==> src/logic/vtx_defines.vh <==
// register map, field positions, opcodes and symbol timing of the vpw transmit sequencer
`ifndef VTX_DEFINES_VH
`define VTX_DEFINES_VH

// register byte offsets on apb
`define VTX_OFS_OPCODE    8'h00
`define VTX_OFS_TXBYTE    8'h04
`define VTX_OFS_PADDR     8'h08
`define VTX_OFS_CTRL      8'h0c
`define VTX_OFS_STATUS    8'h10

// reset values
`define VTX_RST_OPCODE    8'h00
`define VTX_RST_BYTE      8'h00
`define VTX_RST_CRC       8'hff

// transmit opcode register fields
`define VTX_LEN_HI        7
`define VTX_LEN_LO        4
`define VTX_OP_HI         2
`define VTX_OP_LO         0

// control register field
`define VTX_CTRL_LIMOFF   0

// status register fields
`define VTX_ST_READY      0
`define VTX_ST_ABORT      1
`define VTX_ST_UNDER      2
`define VTX_ST_LOCKED     3
`define VTX_ST_BUSY       4

// opcode codes
`define VTX_OP_CANCEL     3'h0
`define VTX_OP_BREAK      3'h1
`define VTX_OP_MSG        3'h2
`define VTX_OP_MSGC       3'h3
`define VTX_OP_R1         3'h4
`define VTX_OP_R2         3'h5
`define VTX_OP_R3         3'h6
`define VTX_OP_R3C        3'h7

// frame length figures
`define VTX_LEN_MAXOK     4'hb
`define VTX_CNT_MSG_LAST  4'ha
`define VTX_CNT_RESP_MAX  4'hb

// crc-8 polynomial
`define VTX_CRC_POLY      8'h1d

// symbol times in microseconds and clock rate in mhz
`define VTX_CLK_MHZ       40
`define VTX_T_SHORT_US    64
`define VTX_T_LONG_US     128
`define VTX_T_SOF_US      200
`define VTX_T_EOD_US      200
`define VTX_T_BRK_US      300

`endif

==> src/logic/vtx_opseq.v <==
// vpw transmit opcode sequencer with apb register slave
//
// Implementation choices: register access over APB and the register addresses.
`timescale 1ns/1ps
`default_nettype none
`include "vtx_defines.vh"

// What this block does
// - opcode write starts a byte transmit attempt
// - message/type3 load data byte, crc variants append
// - type1/type2 responses load physical address
// - invalid opcode: no attempt, set aborted flag
// - opcode writes accepted anytime except during break, replacing queued one
// - response needs received count equal length field
// - limit on: length 12..15 aborts
// - limit off: length 1..15 valid
// - message opcodes ignore length field
// - length zero skips check, needs clean frame
// - opcode bits 2:0 decode eight actions
// - idle bus: start-of-frame then data byte
// - busy bus: chain byte after previous one
// - message over type3: abort, underflow, bad crc
// - limit on, count ten message: underflow
// - limit on, message-crc needs count at most ten
// - after underflow next message starts new frame
// - message-crc: data, crc, then passive end
// - type1 response needs crc, length, end, count
// - response refused while busy or receiving response, except type3 while type3 executes
// - accepted byte opcode write clears ready, load sets it
// - cancel sets ready and drops queued opcode
// - break sent at once, cancel cannot stop it
module vtx_opseq #(
	parameter [13:0] SHORT_CYC = `VTX_T_SHORT_US * `VTX_CLK_MHZ,
	parameter [13:0] LONG_CYC  = `VTX_T_LONG_US * `VTX_CLK_MHZ,
	parameter [13:0] SOF_CYC   = `VTX_T_SOF_US * `VTX_CLK_MHZ,
	parameter [13:0] EOD_CYC   = `VTX_T_EOD_US * `VTX_CLK_MHZ,
	parameter [13:0] BRK_CYC   = `VTX_T_BRK_US * `VTX_CLK_MHZ
) (
	// clock and reset
	input  wire        pclk,
	input  wire        presetn,
	// apb slave
	input  wire        psel,
	input  wire        penable,
	input  wire        pwrite,
	input  wire [7:0]  paddr,
	input  wire [31:0] pwdata,
	output wire        pready,
	output wire        pslverr,
	output reg  [31:0] prdata,
	// receiver status
	input  wire        bus_idle,
	input  wire        eod_seen,
	input  wire        arb_lost,
	input  wire [3:0]  rx_byte_count,
	input  wire        rx_in_response,
	input  wire        crc_ok,
	input  wire        frame_sync_error,
	input  wire        bit_decode_error,
	input  wire        received_break_flag,
	// encoded bus output, high means active
	output reg         encoded_bus_output
);

	// ******************************************
	// states and decode
	// ******************************************
	localparam [5:0] S_IDLE = 6'h01;
	localparam [5:0] S_SOF  = 6'h02;
	localparam [5:0] S_BIT  = 6'h04;
	localparam [5:0] S_WAIT = 6'h08;
	localparam [5:0] S_EOD  = 6'h10;
	localparam [5:0] S_BRK  = 6'h20;

	reg  [5:0]  state_reg;
	reg  [7:0]  opcode_reg;
	reg  [7:0]  tx_byte_holding;
	reg  [7:0]  phys_addr_reg;
	reg         frame_limit_off;
	reg         tx_ready_flag;
	reg         request_aborted_flag;
	reg         tx_underflow_flag;
	reg         locked_reg;
	reg         pend_reg;
	reg  [2:0]  pend_op_reg;
	reg  [3:0]  pend_len_reg;
	reg  [2:0]  op_reg;
	reg         crc_after_reg;
	reg         bad_crc_reg;
	reg         in_crc_reg;
	reg  [7:0]  shift_reg;
	reg  [2:0]  bit_cnt_reg;
	reg  [13:0] timer_reg;
	reg         level_reg;
	reg  [7:0]  crc_reg;

	wire        wr_en  = psel & penable & pwrite;
	wire        rd_set = psel & ~penable & ~pwrite;
	wire        mapped = (paddr == `VTX_OFS_OPCODE) | (paddr == `VTX_OFS_TXBYTE) |
	                     (paddr == `VTX_OFS_PADDR) | (paddr == `VTX_OFS_CTRL) |
	                     (paddr == `VTX_OFS_STATUS);
	wire        wr_op  = wr_en & (paddr == `VTX_OFS_OPCODE);
	wire [2:0]  opcode_select    = pwdata[`VTX_OP_HI:`VTX_OP_LO];
	wire [3:0]  msg_length_count = pwdata[`VTX_LEN_HI:`VTX_LEN_LO];

	assign pready  = 1'b1;
	assign pslverr = psel & penable & ~mapped;

	// opcode classes of the queued and the executing byte
	wire new_msg  = (opcode_select == `VTX_OP_MSG) | (opcode_select == `VTX_OP_MSGC);
	wire new_resp = opcode_select[2];
	wire busy     = (state_reg == S_SOF) | (state_reg == S_BIT);
	wire exec_msg = busy & ((op_reg == `VTX_OP_MSG) | (op_reg == `VTX_OP_MSGC));
	wire exec_r3  = busy & (op_reg == `VTX_OP_R3);
	wire exec_fin = busy & ((op_reg == `VTX_OP_R1) | (op_reg == `VTX_OP_R2) |
	                (op_reg == `VTX_OP_R3C));
	wire pend_msg = (pend_op_reg == `VTX_OP_MSG) | (pend_op_reg == `VTX_OP_MSGC);
	wire tdone    = (timer_reg == 14'h0001);

	// ******************************************
	// opcode write screening
	// ******************************************
	reg wr_abort;
	reg wr_under;
	// decide refusal at the write so the aborted flag and ready rise at once
	always @*
	begin
		wr_abort = 1'b0;
		wr_under = 1'b0;
		if (new_msg)
		begin
			// length field is not looked at here
			if (exec_r3)
			begin
				wr_abort = 1'b1;
				wr_under = 1'b1;
			end
			else if (~frame_limit_off & (opcode_select == `VTX_OP_MSG) &
			         (rx_byte_count == `VTX_CNT_MSG_LAST))
			begin
				wr_abort = 1'b1;
				wr_under = 1'b1;
			end
			else if (~frame_limit_off & (opcode_select == `VTX_OP_MSGC) &
			         (rx_byte_count > `VTX_CNT_MSG_LAST))
			begin
				wr_abort = 1'b1;
				wr_under = 1'b1;
			end
		end
		else if (new_resp)
		begin
			if (~frame_limit_off & (msg_length_count > `VTX_LEN_MAXOK))
				wr_abort = 1'b1;
			else if (exec_msg | (exec_r3 & ~opcode_select[1]))
			begin
				wr_abort = 1'b1;
				wr_under = 1'b1;
			end
			else if (exec_fin | (rx_in_response & ~exec_r3))
				wr_abort = 1'b1;
		end
	end

	// ******************************************
	// frame helpers
	// ******************************************
	// response gate evaluated when the end-of-data symbol arrives
	wire len_ok  = (pend_len_reg == 4'h0) | (pend_len_reg == rx_byte_count);
	wire clean   = crc_ok & ~frame_sync_error & ~bit_decode_error & ~received_break_flag;
	wire cnt_ok  = frame_limit_off | (rx_byte_count <= `VTX_CNT_RESP_MAX);
	wire resp_ok = len_ok & clean & cnt_ok;

	wire last_bit = (bit_cnt_reg == 3'h0);
	wire byte_end = (state_reg == S_BIT) & tdone & last_bit;
	wire chain_ok = ((op_reg == `VTX_OP_MSG) & pend_msg) |
	                ((op_reg == `VTX_OP_R3) & pend_op_reg[2] & pend_op_reg[1]);
	wire non_fin  = (op_reg == `VTX_OP_MSG) | (op_reg == `VTX_OP_R3);

	// moment when the queued byte enters the shifter
	wire go_byte = pend_reg & (
		((state_reg == S_IDLE) & pend_msg & ~locked_reg & ~bus_idle) |
		((state_reg == S_SOF) & tdone) |
		((state_reg == S_WAIT) & eod_seen & resp_ok) |
		(byte_end & ~crc_after_reg & ~bad_crc_reg & ~in_crc_reg & chain_ok));

	// type1/type2 take the physical address, others the data byte
	wire [7:0] byte_src = (pend_op_reg[2] & ~pend_op_reg[1]) ? phys_addr_reg : tx_byte_holding;

	// crc-8 step for the bit now ending; crc bytes themselves are not folded in
	wire       fb      = crc_reg[7] ^ shift_reg[7];
	wire [7:0] crc_upd = in_crc_reg ? crc_reg :
	                     ({crc_reg[6:0], 1'b0} ^ (fb ? `VTX_CRC_POLY : 8'h00));

	// vpw: a bit is long when its value differs from the level it is driven at
	wire [13:0] dur_next = (shift_reg[6] ^ ~level_reg) ? LONG_CYC : SHORT_CYC;
	// a chained byte opens on the level opposite to the bit just ended
	wire        first_lvl = byte_end ? ~level_reg : level_reg;

	// ******************************************
	// register writes and flags
	// ******************************************
	// flags: every set event wins over a software clear in the same cycle
	always @(posedge pclk or negedge presetn)
	begin
		if (!presetn)
		begin
			opcode_reg           <= `VTX_RST_OPCODE;
			tx_byte_holding      <= `VTX_RST_BYTE;
			phys_addr_reg        <= `VTX_RST_BYTE;
			frame_limit_off      <= 1'b0;
			tx_ready_flag        <= 1'b1;
			request_aborted_flag <= 1'b0;
			tx_underflow_flag    <= 1'b0;
		end
		else
		begin
			if (wr_op)
				opcode_reg <= {msg_length_count, 1'b0, opcode_select};
			if (wr_en & (paddr == `VTX_OFS_TXBYTE))
				tx_byte_holding <= pwdata[7:0];
			if (wr_en & (paddr == `VTX_OFS_PADDR))
				phys_addr_reg <= pwdata[7:0];
			if (wr_en & (paddr == `VTX_OFS_CTRL))
				frame_limit_off <= pwdata[`VTX_CTRL_LIMOFF];
			// ready drops on an accepted byte opcode, rises on load or refusal
			if (go_byte | arb_lost | (wr_op & (wr_abort | ~opcode_select[2] & ~opcode_select[1])))
				tx_ready_flag <= 1'b1;
			else if (wr_op | ((state_reg == S_WAIT) & eod_seen & pend_reg))
				tx_ready_flag <= ((state_reg == S_WAIT) & eod_seen & ~wr_op);
			if ((wr_op & wr_abort) | ((state_reg == S_WAIT) & eod_seen & pend_reg & ~resp_ok))
				request_aborted_flag <= 1'b1;
			else if (wr_en & (paddr == `VTX_OFS_STATUS) & pwdata[`VTX_ST_ABORT])
				request_aborted_flag <= 1'b0;
			if ((wr_op & wr_under) | (byte_end & non_fin & ~chain_ok & ~in_crc_reg))
				tx_underflow_flag <= 1'b1;
			else if (wr_en & (paddr == `VTX_OFS_STATUS) & pwdata[`VTX_ST_UNDER])
				tx_underflow_flag <= 1'b0;
		end
	end

	// read data is captured in the setup cycle, so the access phase needs no wait
	always @(posedge pclk or negedge presetn)
	begin
		if (!presetn)
			prdata <= 32'h00000000;
		else if (rd_set)
		begin
			case (paddr)
				`VTX_OFS_OPCODE: prdata <= {24'h000000, opcode_reg};
				`VTX_OFS_TXBYTE: prdata <= {24'h000000, tx_byte_holding};
				`VTX_OFS_PADDR:  prdata <= {24'h000000, phys_addr_reg};
				`VTX_OFS_CTRL:   prdata <= {31'h00000000, frame_limit_off};
				`VTX_OFS_STATUS: prdata <= {27'h0000000, busy, locked_reg,
				                  tx_underflow_flag, request_aborted_flag, tx_ready_flag};
				default:         prdata <= 32'h00000000;
			endcase
		end
	end

	// ******************************************
	// transmit sequencer
	// ******************************************
	// break has top priority, then lost arbitration, then the state walk
	always @(posedge pclk or negedge presetn)
	begin
		if (!presetn)
		begin
			state_reg          <= S_IDLE;
			locked_reg         <= 1'b0;
			pend_reg           <= 1'b0;
			pend_op_reg        <= `VTX_OP_CANCEL;
			pend_len_reg       <= 4'h0;
			op_reg             <= `VTX_OP_CANCEL;
			crc_after_reg      <= 1'b0;
			bad_crc_reg        <= 1'b0;
			in_crc_reg         <= 1'b0;
			shift_reg          <= 8'h00;
			bit_cnt_reg        <= 3'h0;
			timer_reg          <= 14'h0000;
			level_reg          <= 1'b0;
			crc_reg            <= `VTX_RST_CRC;
			encoded_bus_output <= 1'b0;
		end
		else if (wr_op & (opcode_select == `VTX_OP_BREAK))
		begin
			// break overrides everything in flight and drops the queue
			state_reg          <= S_BRK;
			timer_reg          <= BRK_CYC;
			encoded_bus_output <= 1'b1;
			pend_reg           <= 1'b0;
		end
		else if (arb_lost & busy)
		begin
			// go passive and stay out until the frame's end-of-data
			state_reg          <= S_IDLE;
			locked_reg         <= 1'b1;
			pend_reg           <= 1'b0;
			encoded_bus_output <= 1'b0;
		end
		else
		begin
			if (eod_seen)
				locked_reg <= 1'b0;
			// queue: a new opcode replaces the old, cancel just empties it
			if (wr_op & (state_reg != S_BRK))
			begin
				pend_reg     <= opcode_select[2] | opcode_select[1];
				pend_op_reg  <= opcode_select;
				pend_len_reg <= new_resp ? msg_length_count : 4'h0;
				if (wr_abort | (opcode_select == `VTX_OP_CANCEL))
					pend_reg <= 1'b0;
				if (wr_under)
					bad_crc_reg <= busy;
			end
			else if (go_byte)
				pend_reg <= 1'b0;
			if (go_byte)
			begin
				// load shifter and start the first bit
				shift_reg          <= byte_src;
				op_reg             <= pend_op_reg;
				crc_after_reg      <= pend_op_reg[0] & pend_op_reg[1];
				in_crc_reg         <= 1'b0;
				bit_cnt_reg        <= 3'h7;
				timer_reg          <= (byte_src[7] ^ first_lvl) ? LONG_CYC : SHORT_CYC;
				encoded_bus_output <= first_lvl;
				level_reg          <= first_lvl;
				state_reg          <= S_BIT;
				if (byte_end)
					crc_reg <= crc_upd;
			end
			else
			begin
				case (state_reg)
					S_IDLE:
					begin
						crc_reg   <= `VTX_RST_CRC;
						level_reg <= 1'b0;
						encoded_bus_output <= 1'b0;
						if (pend_reg & pend_msg & ~locked_reg & bus_idle)
						begin
							state_reg          <= S_SOF;
							timer_reg          <= SOF_CYC;
							encoded_bus_output <= 1'b1;
						end
						else if (pend_reg & pend_op_reg[2])
							state_reg <= S_WAIT;
					end
					S_SOF:
						if (tdone)
							state_reg <= S_IDLE; // queue emptied meanwhile
						else
							timer_reg <= timer_reg - 14'h0001;
					S_WAIT:
					begin
						// bus is passive before a response, so it opens active
						crc_reg   <= `VTX_RST_CRC;
						level_reg <= 1'b1;
						if (~pend_reg | pend_msg | eod_seen)
							state_reg <= S_IDLE;
						// a refused response must not linger into the next frame
						if (eod_seen & ~wr_op)
							pend_reg <= 1'b0;
					end
					S_BIT:
					begin
						if (~tdone)
							timer_reg <= timer_reg - 14'h0001;
						else
						begin
							crc_reg   <= crc_upd;
							level_reg <= ~level_reg;
							if (~last_bit)
							begin
								shift_reg          <= {shift_reg[6:0], 1'b0};
								bit_cnt_reg        <= bit_cnt_reg - 3'h1;
								timer_reg          <= dur_next;
								encoded_bus_output <= ~level_reg;
							end
							else if (~in_crc_reg & (crc_after_reg | bad_crc_reg | non_fin))
							begin
								// good crc goes out inverted; a damaged frame gets the raw value
								shift_reg     <= (crc_after_reg & ~bad_crc_reg & ~non_fin) ?
								                 ~crc_upd : crc_upd;
								in_crc_reg    <= 1'b1;
								crc_after_reg <= 1'b0;
								bad_crc_reg   <= 1'b0;
								bit_cnt_reg   <= 3'h7;
								timer_reg     <= ((crc_upd[7] ^ ~(crc_after_reg &
								                 ~bad_crc_reg & ~non_fin)) ^ level_reg) ?
								                 LONG_CYC : SHORT_CYC;
								encoded_bus_output <= ~level_reg;
							end
							else
							begin
								// passive end-of-data after the last byte
								state_reg          <= S_EOD;
								timer_reg          <= EOD_CYC;
								encoded_bus_output <= 1'b0;
								in_crc_reg         <= 1'b0;
							end
						end
					end
					S_EOD:
						if (tdone)
							state_reg <= S_IDLE;
						else
							timer_reg <= timer_reg - 14'h0001;
					S_BRK:
						if (tdone)
						begin
							state_reg          <= S_IDLE;
							encoded_bus_output <= 1'b0;
						end
						else
							timer_reg <= timer_reg - 14'h0001;
					default:
						state_reg <= S_IDLE;
				endcase
			end
		end
	end

endmodule // vtx_opseq
`default_nettype wire

==> config.mk <==
export PLATFORM = sky130hd
export DESIGN_NAME = vtx_opseq
export DESIGN_NICKNAME = d
export VERILOG_FILES = /design/src/logic/vtx_opseq.v
export VERILOG_INCLUDE_DIRS = /design/src /design/src/logic
export SDC_FILE = /design/constraint.sdc
export NUM_CORES = 1
export LEC_CHECK = 0
export ABC_CLOCK_PERIOD_IN_PS = 2300
export BUFFER_PORTS_ARGS = -buffer_cell sky130_fd_sc_hd__clkbuf_2
export CORE_ASPECT_RATIO = 0.75
export CORE_MARGIN = 2
export CORE_UTILIZATION = 40
export CTS_BUF_LIST = sky130_fd_sc_hd__clkbuf_8
export DETAILED_ROUTE_END_ITERATION = 16
export GPL_TIMING_DRIVEN = 0
export HOLD_SLACK_MARGIN = 0.02
export PLACE_DENSITY = 0.65
export SETUP_SLACK_MARGIN = 0.4
export SLEW_MARGIN = 20
export SYNTH_ARGS = -nofsm -noshare
export SYNTH_HDL_FRONTEND = slang
export SYNTH_SLANG_ARGS = --single-unit
export TNS_END_PERCENT = 1
==> constraint.sdc <==
create_clock -name pclk -period 2.3 [get_ports pclk]
set_clock_uncertainty 0.15 [all_clocks]
set_input_delay 0.23 -clock pclk [delete_from_list [all_inputs] [get_ports pclk]]
set_output_delay 0.23 -clock pclk [all_outputs]
set_load 0.02 [all_outputs]
==> metrics.cfg, run 1 <==
[outcome]
status=finished with violations
violations=setup timing

[pwr]
power_frac_clock_pct=28.9
combPwrFrac_pct=30.8
ir_worst_vdd_v=0.000643
p_leak_nw=3.48
p_seq_share_pct=40.3
swShare_pct=33.6
p_per_area_mw_per_mm2=565
switching_power_mw=1.49
p_int_mw=2.93

[clock_tree]
cts_root_buf=clkbuf_8
clockBufferDepth=2
ctsHtreeMaxLevel=3
cts.sinks=91
clkTransAtPathRegs_ps=110
clk-insertion-delay-late_ps=390
cts_tree=built
cts_buffers=9

[yosys]
avgSynthCellArea_um2=9.13
synth-async-reset-ratio_pct=100
yosys_warnings=0
synth_edf_count=0
synth_area_leaders=dfrtp_1, nand2_1, mux2_2
synth.yosys.seq_area_share_pct=39.3
synth_largest_area_cell=dfrtp_1
synth_cell_types=84
syn_inst=638
ys_ff_latch=91
synth_top_area_share_pct=34.8
ys.flop_type=dfrtp_1
syn_area_mm2=0.00582

[global_route]
grt_pass1_vias=5303
antenna_found_initial=0
grt_pass1_wl_um=27800
overflow=0
gr-usage-all-layers_pct=22.8
grt_max_degree=92

[sta]
finalCritPeriodShare_pct=111
finalSetupViolCount=47
slew_headroom_pct=51.3
worst_pin_slew_ps=731
max_freq_ghz=0.391
fin_ws_ps=-256
slew_viol_final=0
rsz0062_at_grt=yes
hold_viol=0
period_minus_slack_ps=2560

[min_path]
hp-class=in -> reg

[placed_design]
dp_hpwl_um=11800
pre_cts_ws_ps=-718
io_buffers=38
placed_area_mm2=0.00641
place_congestion=0.912

[drt]
avgViaCountPerCell=5.79
highest_layer=met4
postRouteAntennaNets=0
drt_iter0_drc=613
first_pass_iters=5
routed_wirelength_um=18300
routed-wl-met2_um=8290
drc_errors=0
wl_met1_um=8070
routedWlPerCell_um=18.8
route.met3.wl_um=1610
vias=5637

[critical_path]
critPathLaunchType=register
cp.arrival_ps=2680
cp-end-kind=register
path_max_fanout=6
path_class=reg -> reg
cp_data_required_time_ps=2420

[finish]
nets=830
diodes=0
largest_register_ffs=14
syn2layout_area_growth_pct=34.3
drive_gt1_share_pct=37.5
finalInstanceArea_mm2=0.00782
n_fill_cell=1245

[die]
fp.dieArea_mm2=0.0155
rows=38
initial_core_util_pct=40.6
coreArea_mm2=0.0144
dieHeight_um=108
io_pins=92
dieWidth_um=143

[job]
maxCapViolations=0

## synth_stat cells (3+ instances only)
cell type	number
buf_4	27
nor4b_1	6
nand3_1	11
inv_1	7
or3_1	6
nand4b_1	3
buf_2	8
a31oi_1	6
o21a_1	3
nand4_1	5
clkbuf_1	15
or4_1	3
o31ai_1	4
nand3b_1	4
o211ai_1	6
nand2b_1	8
xor2_1	7
buf_6	4
dfstp_2	10
a21o_1	7
o32a_1	5
mux2_2	26
and3_1	5
a21oi_1	23
o311ai_0	3
a22o_1	10
nor3_2	3
ha_1	4
nand2_1	104
xnor2_1	18
o21ai_1	3
nor2_1	44
mux2i_1	20
nor2b_1	7
o21ai_0	52
dfrtp_1	81
or3b_2	3
a22oi_1	6
nor3_1	17
## critical path: stages (launching register included)
cell and delay (ps):
dfrtp_1 410, inv_2 80, ha_4 120, nor4b_4 200, and4_1 230, clkbuf_8 130, o211ai_1 160, a31oi_4 240
a21boi_4 250, buf_6 160, nor2_4 40, mux2_4 260
## power by group through the flow
stage | combinational [mW] | sequential, mW | clock (mW)
after global placement | 0.859 | 1.80 | 0
after CTS | 1.20 | 1.77 | 1.30
after global routing | 1.44 | 1.79 | 1.36
after floorplan | 0.657 | 1.78 | 0
final | 1.36 | 1.78 | 1.28
after detailed placement | 0.892 | 1.80 | 0
## worst paths after layout
kind / start / to / slack (ps) / depth (start not counted)
min in group asynchronous: presetn / timer_reg[1] / 310 / 2
setup / recovery: timer_reg[1] / timer_reg[0] / -260 / 11
max in group asynchronous: presetn / state_reg[1] / 1170 / 2
setup reg to reg: timer_reg[1] / timer_reg[0] / -260 / 11
hold / removal: eod_seen / locked_reg / 40 / 4
hold reg to reg: opcode_reg[7] / opcode_reg[7] / 330 / 2
## cell usage in the layout, fill, tap and decap left out, types with 7 or more instances in the layout
cell type | synthesis | final
mux2i_1 | 20 | 19
buf_4 | 27 | 69
dlygate4sd3_1 | 0 | 8
a21oi_1 | 23 | 18
mux2_2 | 26 | 8
buf_6 | 4 | 20
conb_1 | 2 | 25
xor2_1 | 7 | 7
clkbuf_8 | 0 | 14
clkbuf_2 | 0 | 38
nand2_1 | 104 | 96
nor2_4 | 1 | 7
dfrtp_1 | 81 | 77
nor2_1 | 44 | 34
mux2_4 | 0 | 18
nand3_1 | 11 | 10
o21ai_1 | 3 | 11
o21ai_0 | 52 | 37
dfstp_2 | 10 | 10
xnor2_1 | 18 | 17
nor3_1 | 17 | 9
a21o_1 | 7 | 7
a22o_1 | 10 | 10
nand2b_1 | 8 | 8
## final cells by class
cell class	count	area (um^2)	share of cell area, %
Clock buffer	9	124	1.58
Timing Repair Buffer	97	704	9.01
Clock inverter	7	106	1.36
Sequential cell	91	2290	29.3
Inverter	7	26.3	0.336
Buffer	55	452	5.78
Multi-Input combinational cell	508	3860	49.4
Tap cell	200	250	3.20
## per-layer routing
| layer | vias up | track usage, % |
|---|---|---|
| li1 | 2526 | - |
| met1 | 2783 | 33.7 |
| met2 | 294 | 34.4 |
| met3 | 34 | 5.00 |
| met4 | 0 | 4.97 |
| met5 | - | 0 |
## metrics by stage
| stage | instances | total power [mW] | setup TNS [ps] | utilization [%] | hold WS (ps) |
|---|---|---|---|---|---|
| floorplan | 661 | 2.43 | -1420 | - | -216 |
| global placement | 899 | 2.66 | -55980 | 44.6 | 306 |
| detailed placement | 899 | 2.69 | -39020 | 44.6 | 194 |
| CTS | 960 | 4.26 | -4270 | 51.9 | 23.0 |
| global route | 974 | 4.59 | -12210 | 54.5 | 39.9 |
| finish | 974 | 4.42 | -8660 | 54.5 | 40.6 |
## cell families after synthesis
logic type                 after synthesis  synth area share [%]
buffers and inverters                   62                  6.42
adders and majority gates                4                 0.860
muxes                                   46                  8.47
DFF                                     91                  39.3
and+or+nand+nor                        250                  22.4
xor gates and xnor gates                26                  4.15
AOI/OAI and AO/OA                      157                  18.2
other                                    2                 0.129
## repair_timing
| action | 4_1_cts | 5_1_grt |
|---|---|---|
| endpoints found under the hold margin | 90 | 0 |
| hold buffers | 8 | 0 |
| pin swaps | 45 | 34 |
| cloned | 0 | 1 |
| setup endpoints to repair | 81 | 84 |
| resized for setup | 116 | 71 |
| buffers inserted | 37 | 13 |
(Power assumes the default switching activity.)
==> run 2, diff against run 1 <==
==> constraint.sdc (replaced) <==
create_clock -name pclk -period 2.3 [get_ports pclk]
set_clock_uncertainty 0.15 [all_clocks]
set_input_delay 0 -clock pclk [delete_from_list [all_inputs] [get_ports pclk]]
set_output_delay 0 -clock pclk [all_outputs]
set_load 0.01 [all_outputs]
==> run 2 against run 1 <==
Effect of this change: the flow finishes with violations (hold timing, setup timing); sequential power hardly changed; maximum frequency rose by 0.79%; core utilization down 0.75 points; cell count rose by 1.3%; routed wire length down 3.9%; cell area decreased by 1.4%; global-route usage grew 0.10 points; clock power decreased by 16%; worst hold slack worse by 59 ps; die area is the same; register-to-register slack better by 20 ps; flip-flop and latch count unchanged; highest routed layer unchanged.
==> metrics.cfg, run 2 (same netlist as run 1, synthesis figures left out) <==
[outcome]
status=finished with violations
violations=hold timing, setup timing

[clock_tree]
clockBufferDepth=2
cts_buffers=9
ctsHtreeMaxLevel=3
cts_tree=built
clk-insertion-delay-late_ps=390
clkTransAtPathRegs_ps=100
cts_root_buf=clkbuf_8
cts.sinks=91

[finish]
syn2layout_area_growth_pct=32.5
n_fill_cell=1289
nets=844
utilization_pct=53.7
final_common_cell=nand2_1
final_cell_mix=nand2_1, dfrtp_1, buf_4
drive_gt1_share_pct=34.2
largest_register_ffs=14
diodes=0

[critical_path]
reg2reg_setup_slack_ps=-240
cp.arrival_ps=2670
critPathLaunchType=register
cp-end-kind=register
path_max_fanout=6
cp_data_required_time_ps=2440
path_class=reg -> reg

[drt]
drt_iter0_drc=546
first_pass_iters=6
routedWlPerCell_um=17.8
postRouteAntennaNets=0
routed_wirelength_um=17600
avgViaCountPerCell=5.65
drc_errors=0
vias=5579

[sta]
worst_pin_slew_ps=729
slew_headroom_pct=51.4
final.setup.tns_ps=-5400
rsz0062_at_grt=yes
slew_viol_final=0
finalCritPeriodShare_pct=110
fin_ws_ps=-236
period_minus_slack_ps=2540
hold_viol=2
hold-worst-slack_ps=-18.7
max_freq_ghz=0.394
finalSetupViolCount=43

[pwr]
ir_worst_vdd_v=0.000548
p_leak_nw=3.44
p_per_area_mw_per_mm2=546

[placed_design]
io_buffers=38
place_congestion=0.936
dp_hpwl_um=11800

[min_path]
hp-class=in -> reg

[die]
initial_core_util_pct=40.6
coreArea_mm2=0.0144
fp.dieArea_mm2=0.0155
dieWidth_um=143
io_pins=92
dieHeight_um=108
rows=38

[global_route]
gr-usage-all-layers_pct=22.9
antenna_found_initial=0
overflow=0
grt_pass1_wl_um=27600
grt_max_degree=92
grt_pass1_vias=5277

[job]
maxCapViolations=0

-- run 2: worst paths after layout --
| kind | cells after the start | startpoint | end |
|---|---|---|---|
| max in group asynchronous | 2 | presetn | bit_cnt_reg[0] |
| min | 5 | paddr[0] | request_aborted_flag |
| max | 11 | timer_reg[1] | timer_reg[0] |
| max reg2reg | 11 | timer_reg[1] | timer_reg[0] |
| min in group asynchronous | 2 | presetn | timer_reg[1] |
| min reg2reg | 2 | prdata[6] | prdata[6] |
-- run 2: metrics by stage --
stage                     cells  area, um^2  power [mW]  hold WS [ps]  setup slack, ps
final                       987        7710        4.22         -18.7             -236
after global routing        987        7710        4.42         -7.16             -344
after CTS                   968        7410        4.07          -169             -170
after detailed placement    899        6410        2.66         -27.6             -547
after global placement      899        6400        2.64           114             -508
after floorplan             661        5960        2.41          -446            -82.8
-- run 2: metal layers --
layer  wire length, um  GRT usage, %  vias to the layer above
li1                  -             -                     2560
met1              7980          32.5                     2755
met2              7910          34.4                      241
met3              1470          6.95                       23
met4               212          5.60                        0
met5                 0             0                        -
-- run 2: cell type report --
type | count | area, um^2 | area share [%]
Tap cell | 200 | 250 | 3.24
Buffer | 55 | 440 | 5.71
Multi-Input combinational cell | 508 | 3660 | 47.5
Clock inverter | 4 | 33.8 | 0.438
Inverter | 7 | 26.3 | 0.341
Clock buffer | 11 | 151 | 1.96
Timing Repair Buffer | 111 | 856 | 11.1
Sequential cell | 91 | 2290 | 29.7
-- run 2: timing repair --
action	in CTS	in global routing
hold buffers	20	9
pin swaps	38	23
setup endpoints to repair	81	81
endpoints found under the hold margin	135	12
resized for setup	90	44
setup buffers	34	10
-- run 2: worst max-delay path, stage by stage (launching register included) --
cell and delay [ps]:
dfrtp_1 400, inv_2 90, ha_4 130, nor4b_4 190, and4_1 260, buf_8 110, o211ai_1 150, a31oi_4 220
a21boi_4 260, buf_6 170, nor2_4 50, mux2_4 250
-- run 2: power by group --
group	internal, mW	switching [mW]	leakage [nW]
clock	0.456	0.621	0.0924
sequential	1.67	0.0904	1.20
combinational	0.679	0.697	2.15
total	2.81	1.41	3.44
